<file path="config.mk">
export PLATFORM = sky130hd
export DESIGN_NAME = sla_arbiter_timer
export DESIGN_NICKNAME = d
export VERILOG_FILES = /design/src/design/sla_arbiter_timer.v
export VERILOG_INCLUDE_DIRS = /design/src /design/src/design
export SDC_FILE = /design/constraint.sdc
export NUM_CORES = 1
export LEC_CHECK = 0
export ABC_CLOCK_PERIOD_IN_PS = 1800
export BUFFER_PORTS_ARGS = -buffer_cell sky130_fd_sc_hd__buf_2
export CORE_MARGIN = 2
export CORE_UTILIZATION = 49
export DETAILED_ROUTE_END_ITERATION = 16
export PLACE_DENSITY = 0.78
export SETUP_SLACK_MARGIN = 0.1
export SLEW_MARGIN = 20
export SYNTH_ARGS = -nofsm -noshare
export SYNTH_HDL_FRONTEND = slang
export SYNTH_SLANG_ARGS = --single-unit
</file>
<file path="constraint.sdc">
create_clock -name clock -period 1.8 [get_ports clock]
set_input_delay 0.09 -clock clock [delete_from_list [all_inputs] [get_ports clock]]
set_output_delay 0.09 -clock clock [all_outputs]
set_load 0.02 [all_outputs]
</file>
<file path="src/design/sla_defines.vh">
// register map, field positions, reset values and timing constants of the arbiter timer
`ifndef SLA_DEFINES_VH
`define SLA_DEFINES_VH

// byte addresses on the register bus
`define SLA_ADDR_CTRL 4'h0
`define SLA_ADDR_COUNT 4'h4
`define SLA_ADDR_IRQ_STAT 4'h8
`define SLA_ADDR_IRQ_MASK 4'hC

// arbiter_control_status fields
`define SLA_CTRL_MODE_HI 7
`define SLA_CTRL_MODE_LO 6
`define SLA_CTRL_LOST 5
`define SLA_CTRL_CLKSEL 4
`define SLA_CTRL_DONE 3
`define SLA_CTRL_RUN 2
`define SLA_CTRL_OVF 1
`define SLA_CTRL_MSB 0

// mode codes
`define SLA_MODE_IDLE 2'h0
`define SLA_MODE_MEASURE 2'h1
`define SLA_MODE_ARB 2'h2
`define SLA_MODE_RSVD 2'h3

// interrupt status / mask fields
`define SLA_IRQ_DONE 0
`define SLA_IRQ_OVF 1
`define SLA_IRQ_LOST 2

// reset values
`define SLA_RST_MODE 2'h0
`define SLA_RST_COUNT 9'h000
`define SLA_RST_MASK 3'h0

// counter clock divides its source by this figure
`define SLA_TICK_DIV 3'h4
// arbitration sample points, bus clock source and prescaler source
`define SLA_SAMPLE_BUS 9'h038
`define SLA_SAMPLE_PRE 9'h008

// bus responses
`define SLA_RESP_OKAY 2'h0
`define SLA_RESP_SLVERR 2'h2

`endif

</file>
<file path="src/design/sla_arbiter_timer.v">
// serial line arbiter and bit timer with an AXI4-Lite register slave
//
// Local design decisions: the AXI4-Lite register port and the address map.
`include "sla_defines.vh"

// Function
// - nine-bit up-counter with separate overflow bit
// - two-bit mode: idle, measure, arbitrate, reserved
// - reset clears mode, clock select, flags, counter
// - lost flag read-only, cleared writing upper mode 0
// - clock select: prescaler quarter or bus quarter
// - prescaler input picked by configuration bit
// - done flag on finish, cleared by control write
// - running flag shows counter counting
// - overflow flag on wrap, cleared by control write
// - msb in control, low byte in data; control write clears
// - idle mode holds counter cleared
// - bus source: run between two receive falling edges
// - prescaler source: run while receive low till rise
// - arbitration restarts counter on transmit rising edge
// - sample receive at 38h or 08h; low sets lost
// - lost forces external transmit pin high
// - transmit low before any sensed low resets counter
module sla_arbiter_timer (
  input wire clock, // 50 MHz system clock
  input wire arst_n, // asynchronous reset, active low
  input wire [3:0] s_axi_awaddr, // write address
  input wire s_axi_awvalid, // write address valid
  output wire s_axi_awready, // write address ready
  input wire [31:0] s_axi_wdata, // write data
  input wire [3:0] s_axi_wstrb, // write byte strobes
  input wire s_axi_wvalid, // write data valid
  output wire s_axi_wready, // write data ready
  output reg [1:0] s_axi_bresp, // write response
  output reg s_axi_bvalid, // write response valid
  input wire s_axi_bready, // write response ready
  input wire [3:0] s_axi_araddr, // read address
  input wire s_axi_arvalid, // read address valid
  output wire s_axi_arready, // read address ready
  output reg [31:0] s_axi_rdata, // read data
  output reg [1:0] s_axi_rresp, // read response
  output reg s_axi_rvalid, // read data valid
  input wire s_axi_rready, // read data ready
  input wire rxdIn, // receive line level
  input wire internalTransmitOut, // transmit level from the serial module
  input wire prescalerSourceSelect, // configuration bit: 1 oscillator, 0 bus clock
  input wire busPrescalerTick, // prescaler output pulse when fed by bus clock
  input wire oscPrescalerTick, // prescaler output pulse when fed by oscillator clock
  output wire txdPin, // external transmit pin level
  output wire irq // level interrupt, high while unmasked status set
);

  // combinational address decode shared by both channels
  function [1:0] regIndex;
    input [3:0] addr;
    begin
      regIndex = addr[3:2];
    end
  endfunction

  reg [1:0] modeQ;
  reg clkSelQ;
  reg lostQ;
  reg doneQ;
  reg runQ;
  reg ovfQ;
  reg [8:0] cntQ;
  reg smpQ;
  reg [1:0] divQ;
  reg rxPrevQ;
  reg txPrevQ;
  reg [2:0] irqStatQ;
  reg [2:0] irqMaskQ;

  reg awHaveQ;
  reg wHaveQ;
  reg [3:0] awAddrQ;
  reg [31:0] wDataQ;
  reg [3:0] wStrbQ;

  reg [1:0] mode_d;
  reg clkSel_d;
  reg lost_d;
  reg done_d;
  reg run_d;
  reg ovf_d;
  reg [8:0] cnt_d;
  reg smp_d;
  reg doneSet;
  reg ovfSet;
  reg lostSet;

  wire doWrite;
  wire ctrlWr;
  wire baseTick;
  wire quarterTick;
  wire rxFall;
  wire rxRise;
  wire txRise;
  wire txFall;
  wire [9:0] cntInc;
  wire [8:0] samplePoint;
  wire [7:0] ctrlRead;
  wire wrStat;
  wire wrMask;

  // both halves of a write are held until the slave can answer
  assign s_axi_awready = !awHaveQ && !s_axi_bvalid;
  assign s_axi_wready = !wHaveQ && !s_axi_bvalid;
  assign s_axi_arready = !s_axi_rvalid;
  assign doWrite = awHaveQ && wHaveQ && !s_axi_bvalid;
  assign ctrlWr = doWrite && (regIndex(awAddrQ) == regIndex(`SLA_ADDR_CTRL)) && wStrbQ[0];
  assign wrStat = doWrite && (regIndex(awAddrQ) == regIndex(`SLA_ADDR_IRQ_STAT)) && wStrbQ[0];
  assign wrMask = doWrite && (regIndex(awAddrQ) == regIndex(`SLA_ADDR_IRQ_MASK)) && wStrbQ[0];

  // counter clock source and divide-by-four
  assign baseTick = clkSelQ ? (prescalerSourceSelect ? oscPrescalerTick : busPrescalerTick)
    : 1'b1;
  assign quarterTick = baseTick && (divQ == 2'h3);

  assign rxFall = rxPrevQ && !rxdIn;
  assign rxRise = !rxPrevQ && rxdIn;
  assign txRise = !txPrevQ && internalTransmitOut;
  assign txFall = txPrevQ && !internalTransmitOut;
  assign cntInc = {1'b0, cntQ} + 10'h001;
  assign samplePoint = clkSelQ ? `SLA_SAMPLE_PRE : `SLA_SAMPLE_BUS;

  assign txdPin = lostQ ? 1'b1 : internalTransmitOut;
  assign irq = |(irqStatQ & irqMaskQ);

  assign ctrlRead = {modeQ, lostQ, clkSelQ, doneQ, runQ, ovfQ, cntQ[8]};

  always @*
  begin
    mode_d = modeQ;
    clkSel_d = clkSelQ;
    run_d = runQ;
    cnt_d = cntQ;
    smp_d = smpQ;
    doneSet = 1'b0;
    ovfSet = 1'b0;
    lostSet = 1'b0;
    // counting happens before any start, stop or restart overrides it
    if (runQ && quarterTick)
    begin
      cnt_d = cntInc[8:0];
      ovfSet = cntInc[9];
    end
    case (modeQ)
      `SLA_MODE_MEASURE:
      begin
        if (!clkSelQ)
        begin
          if (rxFall && !doneQ)
          begin
            if (!runQ)
            begin
              run_d = 1'b1;
            end
            else
            begin
              run_d = 1'b0;
              doneSet = 1'b1;
            end
          end
        end
        else
        begin
          // level start, so a line already low starts at once
          if (!runQ && !doneQ && !rxdIn)
          begin
            run_d = 1'b1;
          end
          else if (runQ && rxRise)
          begin
            run_d = 1'b0;
            doneSet = 1'b1;
          end
        end
      end
      `SLA_MODE_ARB:
      begin
        if (!lostQ)
        begin
          if (txRise)
          begin
            cnt_d = `SLA_RST_COUNT;
            run_d = 1'b1;
            smp_d = 1'b0;
            ovfSet = 1'b0;
          end
          else if (txFall)
          begin
            // waits for the next rising transmit edge to resume
            cnt_d = `SLA_RST_COUNT;
            run_d = 1'b0;
            smp_d = 1'b0;
            ovfSet = 1'b0;
          end
          else if (runQ && !smpQ && cntQ == samplePoint)
          begin
            smp_d = 1'b1;
            if (!rxdIn)
            begin
              lostSet = 1'b1;
              run_d = 1'b0;
            end
          end
        end
      end
      default:
      begin
        // idle and the reserved code both park the counter
        cnt_d = `SLA_RST_COUNT;
        run_d = 1'b0;
        smp_d = 1'b0;
        ovfSet = 1'b0;
      end
    endcase
    if (ctrlWr)
    begin
      mode_d = {wDataQ[`SLA_CTRL_MODE_HI], wDataQ[`SLA_CTRL_MODE_LO]};
      clkSel_d = wDataQ[`SLA_CTRL_CLKSEL];
      cnt_d = `SLA_RST_COUNT;
      run_d = 1'b0;
      smp_d = 1'b0;
    end
    // a flag set in the cycle of its clear survives
    done_d = (doneQ && !ctrlWr) || doneSet;
    ovf_d = (ovfQ && !ctrlWr) || ovfSet;
    lost_d = (lostQ && !(ctrlWr && !wDataQ[`SLA_CTRL_MODE_HI])) || lostSet;
  end

  always @(posedge clock or negedge arst_n)
  begin
    if (!arst_n)
    begin
      modeQ <= `SLA_RST_MODE;
      clkSelQ <= 1'b0;
      lostQ <= 1'b0;
      doneQ <= 1'b0;
      runQ <= 1'b0;
      ovfQ <= 1'b0;
      cntQ <= `SLA_RST_COUNT;
      smpQ <= 1'b0;
      rxPrevQ <= 1'b1;
      txPrevQ <= 1'b1;
    end
    else
    begin
      modeQ <= mode_d;
      clkSelQ <= clkSel_d;
      lostQ <= lost_d;
      doneQ <= done_d;
      runQ <= run_d;
      ovfQ <= ovf_d;
      cntQ <= cnt_d;
      smpQ <= smp_d;
      rxPrevQ <= rxdIn;
      txPrevQ <= internalTransmitOut;
    end
  end

  // divider restarts with the counter so the first step is a full quarter
  always @(posedge clock or negedge arst_n)
  begin
    if (!arst_n)
    begin
      divQ <= 2'h0;
    end
    else
    begin
      if (ctrlWr || !runQ)
      begin
        divQ <= 2'h0;
      end
      else if (baseTick)
      begin
        divQ <= divQ + 2'h1;
      end
    end
  end

  // write channel: address and data may arrive in either order
  always @(posedge clock or negedge arst_n)
  begin
    if (!arst_n)
    begin
      awHaveQ <= 1'b0;
      wHaveQ <= 1'b0;
      awAddrQ <= 4'h0;
      wDataQ <= 32'h00000000;
      wStrbQ <= 4'h0;
      s_axi_bvalid <= 1'b0;
      s_axi_bresp <= `SLA_RESP_OKAY;
    end
    else
    begin
      if (s_axi_awvalid && s_axi_awready)
      begin
        awHaveQ <= 1'b1;
        awAddrQ <= s_axi_awaddr;
      end
      if (s_axi_wvalid && s_axi_wready)
      begin
        wHaveQ <= 1'b1;
        wDataQ <= s_axi_wdata;
        wStrbQ <= s_axi_wstrb;
      end
      if (doWrite)
      begin
        awHaveQ <= 1'b0;
        wHaveQ <= 1'b0;
        s_axi_bvalid <= 1'b1;
        s_axi_bresp <= `SLA_RESP_OKAY;
      end
      else if (s_axi_bvalid && s_axi_bready)
      begin
        s_axi_bvalid <= 1'b0;
      end
    end
  end

  // interrupt mask and sticky status
  always @(posedge clock or negedge arst_n)
  begin
    if (!arst_n)
    begin
      irqStatQ <= 3'h0;
      irqMaskQ <= `SLA_RST_MASK;
    end
    else
    begin
      if (wrMask)
      begin
        irqMaskQ <= wDataQ[2:0];
      end
      // hardware events win over a write-one clear in the same cycle
      if (wrStat)
      begin
        irqStatQ <= (irqStatQ & ~wDataQ[2:0]) | {lostSet, ovfSet, doneSet};
      end
      else
      begin
        irqStatQ <= irqStatQ | {lostSet, ovfSet, doneSet};
      end
    end
  end

  // read channel: answer is registered, so a new address waits for rready
  always @(posedge clock or negedge arst_n)
  begin
    if (!arst_n)
    begin
      s_axi_rvalid <= 1'b0;
      s_axi_rresp <= `SLA_RESP_OKAY;
      s_axi_rdata <= 32'h00000000;
    end
    else
    begin
      if (s_axi_arvalid && s_axi_arready)
      begin
        s_axi_rvalid <= 1'b1;
        s_axi_rresp <= `SLA_RESP_OKAY;
        case (regIndex(s_axi_araddr))
          2'h0: s_axi_rdata <= {24'h000000, ctrlRead};
          2'h1: s_axi_rdata <= {24'h000000, cntQ[7:0]};
          2'h2: s_axi_rdata <= {29'h00000000, irqStatQ};
          default: s_axi_rdata <= {29'h00000000, irqMaskQ};
        endcase
      end
      else if (s_axi_rvalid && s_axi_rready)
      begin
        s_axi_rvalid <= 1'b0;
      end
    end
  end

endmodule // sla_arbiter_timer

</file>
==> Yosys cells after proc, flatten, opt, wreduce, memory -nomap -nowiden <==
Cells that the tools add are included.
{ "word_totals": {"output_inout_bits": 43, "word_cells": 158, "input_bits": 56, "register_bits": 76} }
{ "classes": {"addsub": 2, "n_mux": 57, "eq_ne": 14, "bitwise_logic": 5, "reduce_logical": 59} }
{ "op_table": {"columns": ["operator", "n"], "rows": [
  ["2-to-1 mux 9 bit", 5],
  ["2-to-1 mux 1 bit", 43],
  ["logical AND 1 bit", 31],
  ["one-hot mux 8 bit (3 select lines)", 1],
  ["one-hot mux 9 bit (2 select lines)", 1],
  ["inequality test 5 bit (second input constant)", 3],
  ["logical NOT 1 bit", 14],
  ["adder 9 x 1 -> 10 bit (second input constant)", 1],
  ["equality test 2 bit (second input constant)", 5],
  ["nonzero test 2 bit", 5],
  ["equality test 9 x 6 -> 1 bit", 1],
  ["AND 3 bit", 2],
  ["2-to-1 mux 6 bit", 1],
  ["OR 3 bit", 2],
  ["one-hot mux 1 bit (2 select lines)", 3],
  ["AND reduction 5 bit", 1],
  ["equality test 2 x 1 -> 1 bit (second input constant)", 2],
  ["logical NOT 2 bit", 2],
  ["logical OR 1 bit", 4],
  ["2-to-1 mux 2 bit", 2],
  ["inequality test 4 bit (second input constant)", 1],
  ["2-to-1 mux 3 bit", 1],
  ["inequality test 3 bit (second input constant)", 1],
  ["inverter 3 bit", 1],
  ["other kinds (4)", 4]
]} }

==> Longest topological paths before layout <==
{ "logic_depth": {"word_depth": 11, "ltp_mapped": 8} }

==> Worst setup path before layout <==
No wires, ideal clock.
{ "synth_timing": {"path_type": "reg-to-reg", "startpoint": "register s_axi_bvalid", "endpoint": "register runQ", "n_path_buf": 1, "setup_slack_ns": 0.123, "path_stages_with_launch": 7, "t_arrival_ns": 1.553, "setup_time_ns": 0.124, "synth_period_minus_slack_ns": 1.677, "path_cell_list": "dfrtp_1 nand4b_1 or3_1 buf_2 nand2_1 o32ai_1 o21bai_1"} }
{ "synth_between": {"elab_chain_len": 6, "word_cells_on_any_way": 11, "classes_between": "5 x eq/ne; 1 x mux; 5 x reduce/logical"} }
{ "synth_lines": {"columns": ["item", "line_no", "text"], "rows": [
  ["start, declared", "sla_arbiter_timer.v:35", "output reg s_axi_bvalid,"],
  ["start signal, assigned", "sla_arbiter_timer.v:294", "s_axi_bvalid <= 1'b0;"],
  ["start signal, assigned", "sla_arbiter_timer.v:314", "s_axi_bvalid <= 1'b1;"],
  ["start signal, assigned", "sla_arbiter_timer.v:319", "s_axi_bvalid <= 1'b0;"],
  ["logical NOT 1 bit (*)", "sla_arbiter_timer.v:111", "assign doWrite = awHaveQ && wHaveQ && !s_axi_bvalid;"],
  ["logical AND 1 bit (*)", "sla_arbiter_timer.v:111", null],
  ["logical AND 1 bit (*) (2 in a row)", "sla_arbiter_timer.v:112", "assign ctrlWr = doWrite && (regIndex(awAddrQ) == regIndex(`SLA_ADDR_CTRL)) && wStrbQ[0];"],
  ["inequality test 5 bit (no line) (tied with other cells)", null, null],
  ["AND reduction 5 bit (no line)", null, null],
  ["end signal, assigned", "sla_arbiter_timer.v:255", "runQ <= run_d;"],
  ["end, declared", "sla_arbiter_timer.v:65", "reg runQ;"]
]} }
Every way passes the cells marked *; elsewhere a longest branch is shown, timed or not.
A chain may end at the register's enable or synchronous reset.

==> Worst setup path after layout <==
{ "layout_timing": {"startpoint": "register cntQ[6]", "endpoint": "register lostQ"} }
{ "layout_between": {"elab_chain_len": 8} }
{ "layout_lines": {"columns": ["item", "line_no", "text"], "rows": [
  ["start, declared", "sla_arbiter_timer.v:67", "reg [8:0] cntQ;"],
  ["start signal, assigned", "sla_arbiter_timer.v:244", "cntQ <= `SLA_RST_COUNT;"],
  ["start signal, assigned", "sla_arbiter_timer.v:257", "cntQ <= cnt_d;"],
  ["equality test 9 x 6 -> 1 bit", "sla_arbiter_timer.v:200", "else if (runQ && !smpQ && cntQ == samplePoint)"],
  ["logical AND 1 bit", "sla_arbiter_timer.v:200", null],
  ["2-to-1 mux 1 bit", "sla_arbiter_timer.v:200", null],
  ["2-to-1 mux 1 bit", "sla_arbiter_timer.v:192", "else if (txFall)"],
  ["2-to-1 mux 1 bit", "sla_arbiter_timer.v:185", "if (txRise)"],
  ["2-to-1 mux 1 bit", "sla_arbiter_timer.v:183", "if (!lostQ)"],
  ["2-to-1 mux 1 bit", "sla_arbiter_timer.v:149", "case (modeQ)"],
  ["logical OR 1 bit", "sla_arbiter_timer.v:231", "lost_d = (lostQ && !(ctrlWr && !wDataQ[`SLA_CTRL_MODE_HI])) || lostSet;"],
  ["via lost_d", "sla_arbiter_timer.v:83", "reg lost_d;"],
  ["end signal, assigned", "sla_arbiter_timer.v:253", "lostQ <= lost_d;"],
  ["end, declared", "sla_arbiter_timer.v:63", "reg lostQ;"]
]} }
The timed path passes the listed nets, and every way through them passes these cells.

==> flow_summary.yaml <==
pwr:
  static-leakage-power_nw: 1.52
  power-per-cell-area_mw_per_mm2: 1190
  irDropWorstVdd_mv: 0.805
  share_clk_of_total_power_pct: 21.1
  report.power.total_mw: 3.62
  switching_share_pct: 35.1
  power_report.internal_total_mw: 2.35
  p_sw_mw: 1.27
  seq_power_share_pct: 45.0
  power.share.combinational_pct: 33.9
placement:
  post-dp-hpwl_um: 3720
  place_congestion: 0.888
  numPlacedInstances: 357
  buffer_ports.inserted: 37
  postPlaceCellArea_sq_mm: 0.00281
  placement.setup.worst_slack_ps: 17.3
synth:
  ys_warn_count: 0
  syn-cell-area_sq_mm: 0.00259
  async_flop_share_pct: 100
  netlist_instances: 245
  ys.flop_type: "dfrtp_1"
  ys_types: 47
  post_synth.cell_area_avg_sq_um: 10.6
  synth_seq_cells: 48
  ys_seq_area_share_pct: 46.5
  synth_enable_flop_cells: 0
timing:
  setup_ws_ps: 115
  fmax_mhz: 593
  finalMaxSlewViolations: 0
  crit_path_time_final_ps: 1680
  setup-tns-final_ps: 0
  final_number_of_hold_violating_endpoints: 0
  worst_hold_slack_ps: 6.37
  clock-skew-final_ps: 8.22
  grt_setup_unrepaired: "yes"
  final-setup-viol-count: 0
  worst_slew_pin_slew_ps: 576
  max_slew_margin_pct: 61.6
  min_period_over_period_pct: 93.6
final_layout:
  finish.net_count: 367
  design_area_sq_mm: 0.00304
  antenna_cells: 0
  layout-drive-gt1-share_pct: 25.6
  fin_util_pct: 59.6
  finalNonFillerCells: 375
  final_cell_mix: "dfrtp_1, buf_2, conb_1"
  flow.area_growth_from_synthesis_pct: 17.6
  commonest_non_fill_non_tap_cell_in_the_layout: "dfrtp_1"
floorplan:
  core-area_sq_mm: 0.00511
  initial_core_util_pct: 50.7
  die_area_sq_mm: 0.00588
  core.rowCount: 26
  dieHeight_um: 76.7
  die_width_um: 76.7
  io-pin-count: 99
detailed_routing:
  avgViaCountPerCell: 4.93
  drc: 0
  via_count: 1848
  drt_first_pass_iters: 4
  drt_iter0_drc: 50
  drt.antenna.violating_nets: 0
  postRouteWirelength_um: 4890
  routedWlPerCell_um: 13.0
cts:
  worst_setup_hold_path_clk_slew_ps: 90
  setup_buffers_after_cts: 0
  clockBufferDepth: 2
  htree_levels: 2
  clock_latency_on_the_worst_skew_pair_ps: 300
  cts.root.buffer_cell: "clkbuf_8"
  tritoncts_num_sinks: 48
  tritoncts.num_buffers: 5
  clock_tree_from_tritoncts: "done"
worst_setup_path:
  worstPathRequired_ps: 2040
  critical_path.reg2reg.startpoint: "cntQ[6]"
  crit-reg2reg-capture: "lostQ"
  setup_crit_start_kind: "flip-flop"
  timing.critical_path.slowest_stage_cell: "or4_4"
  critical_path.max_stage_delay_ps: 550
  regToRegSetupSlack_ps: 120
  cp.arrival_ps: 1930
  worst-r2r-cell-count: 4
  cp_cell_sequence: "or4_4 -> nor4_4 -> and4b_1 -> nand2b_1"
  path_buf_inv: 0
  setup.worst_path.end_class: "flip-flop"
  criticalPathCategory: "reg -> reg"
  critical_path.top_delay_family: "simple AND/OR/NAND/NOR gates"
  critical_path_peak_fanout: 3
hold_path:
  min_path_cells: 2
  min-delay-path-class: "in -> reg"
  min_delay_worst_endpoint: "wDataQ[7]"
  hold_path.startpoint: "s_axi_wdata[7]"
outcome:
  run_status: "completed"
global_route:
  overflow: 0
  grt_pass1_vias: 1790
  grt_first_pass_wirelength_um: 8360
  grt_usage_pct: 18.0
  grt_antenna_before_repair: 0
  grt_start_max_net_pins: 26
job:
  max-cap-violations: 0
cell families (layout without fill, tap and decap cells):
family | after synthesis | in the layout | share of synthesized area, %
AOI/OAI and AO/OA | 33 | 33 | 8.32
xor gates and xnor gates | 9 | 9 | 3.05
adders and majority gates | 7 | 7 | 3.38
buffers and inverters | 46 | 79 | 10.9
DFF | 48 | 48 | 46.5
muxes | 27 | 27 | 12.7
other | 1 | 28 | 0.145
and+or+nand+nor | 74 | 74 | 15.0
worst max path at each step:
stage,start,end,slack [ps],cells after the start
5_1_grt,runQ,irqStatQ[1],60,6
4_1_cts,cntQ[6],lostQ,110,4
2_1_floorplan,s_axi_bvalid,runQ,120,6
3_5_place_dp,txPrevQ,irqStatQ[1],20,8
6_report,cntQ[6],lostQ,120,4
3_3_place_gp,txPrevQ,irqStatQ[1],40,8
metal layers:
metal / routed length [um] / up-vias / global-route usage, %
met2: 2440 / 63 / 31.1
met3: 231 / 7 / 4.35
met1: 2180 / 879 / 22.8
li1: - / 899 / -
met5: 0 / - / 0
met4: 40 / 0 / 4.18
registers in the layout, indices dropped and copies added (netlist names), 2 cells and up:
name and flops:
cntQ 9, s_axi_rdata 8, wDataQ 6, irqMaskQ 3
irqStatQ 3, awAddrQ 2, divQ 2, modeQ 2
area by class of cell:
| cell class | count | area (sq um) |
|---|---|---|
| clock buffer | 6 | 72.6 |
| inverter | 13 | 48.8 |
| clock inverter | 2 | 35.0 |
| multi-input combinational | 178 | 1230 |
| sequential | 48 | 1200 |
| fill | 443 | 2070 |
| tap | 70 | 87.6 |
| timing repair buffer | 58 | 368 |
synth_stat cells (2+ instances only):
master	instances	area [sq um]
a21o_1	5	37.5
a21oi_1	2	10.0
and2_1	2	12.5
and3_1	2	12.5
buf_2	3	15.0
buf_4	28	210
clkbuf_1	2	7.51
dfrtp_1	46	1150
dfstp_2	2	52.6
ha_1	7	87.6
inv_1	12	45.0
mux2_1	11	124
mux2_2	6	67.6
mux2i_1	7	70.1
mux4_2	3	67.6
nand2_1	22	82.6
nand2b_1	3	18.8
nand3_1	5	25.0
nand4_1	2	12.5
nand4b_1	2	17.5
nor2_1	18	67.6
nor2b_1	6	37.5
o21a_1	3	22.5
o21ai_0	10	50.1
o21ai_1	4	20.0
or2_2	2	12.5
or3_1	3	18.8
xnor2_1	3	26.3
xor2_1	6	52.6
power by group through the flow:
stage | combinational [mW] | sequential, mW | clock (mW)
2_1_floorplan | 0.853 | 1.63 | 0
3_3_place_gp | 1.15 | 1.63 | 0
3_5_place_dp | 1.19 | 1.65 | 0
4_1_cts | 1.23 | 1.63 | 0.783
5_1_grt | 1.36 | 1.68 | 0.833
6_report | 1.23 | 1.63 | 0.761
timing repair:
action / CTS / global route
hold buffers: 9 / 1
setup endpoints to repair: 12 / 14
cloned: 0 / 0
hold endpoints to repair: 31 / 1
resized for setup: 3 / 3
pin swaps: 1 / 0
(Power assumes the default switching activity.)
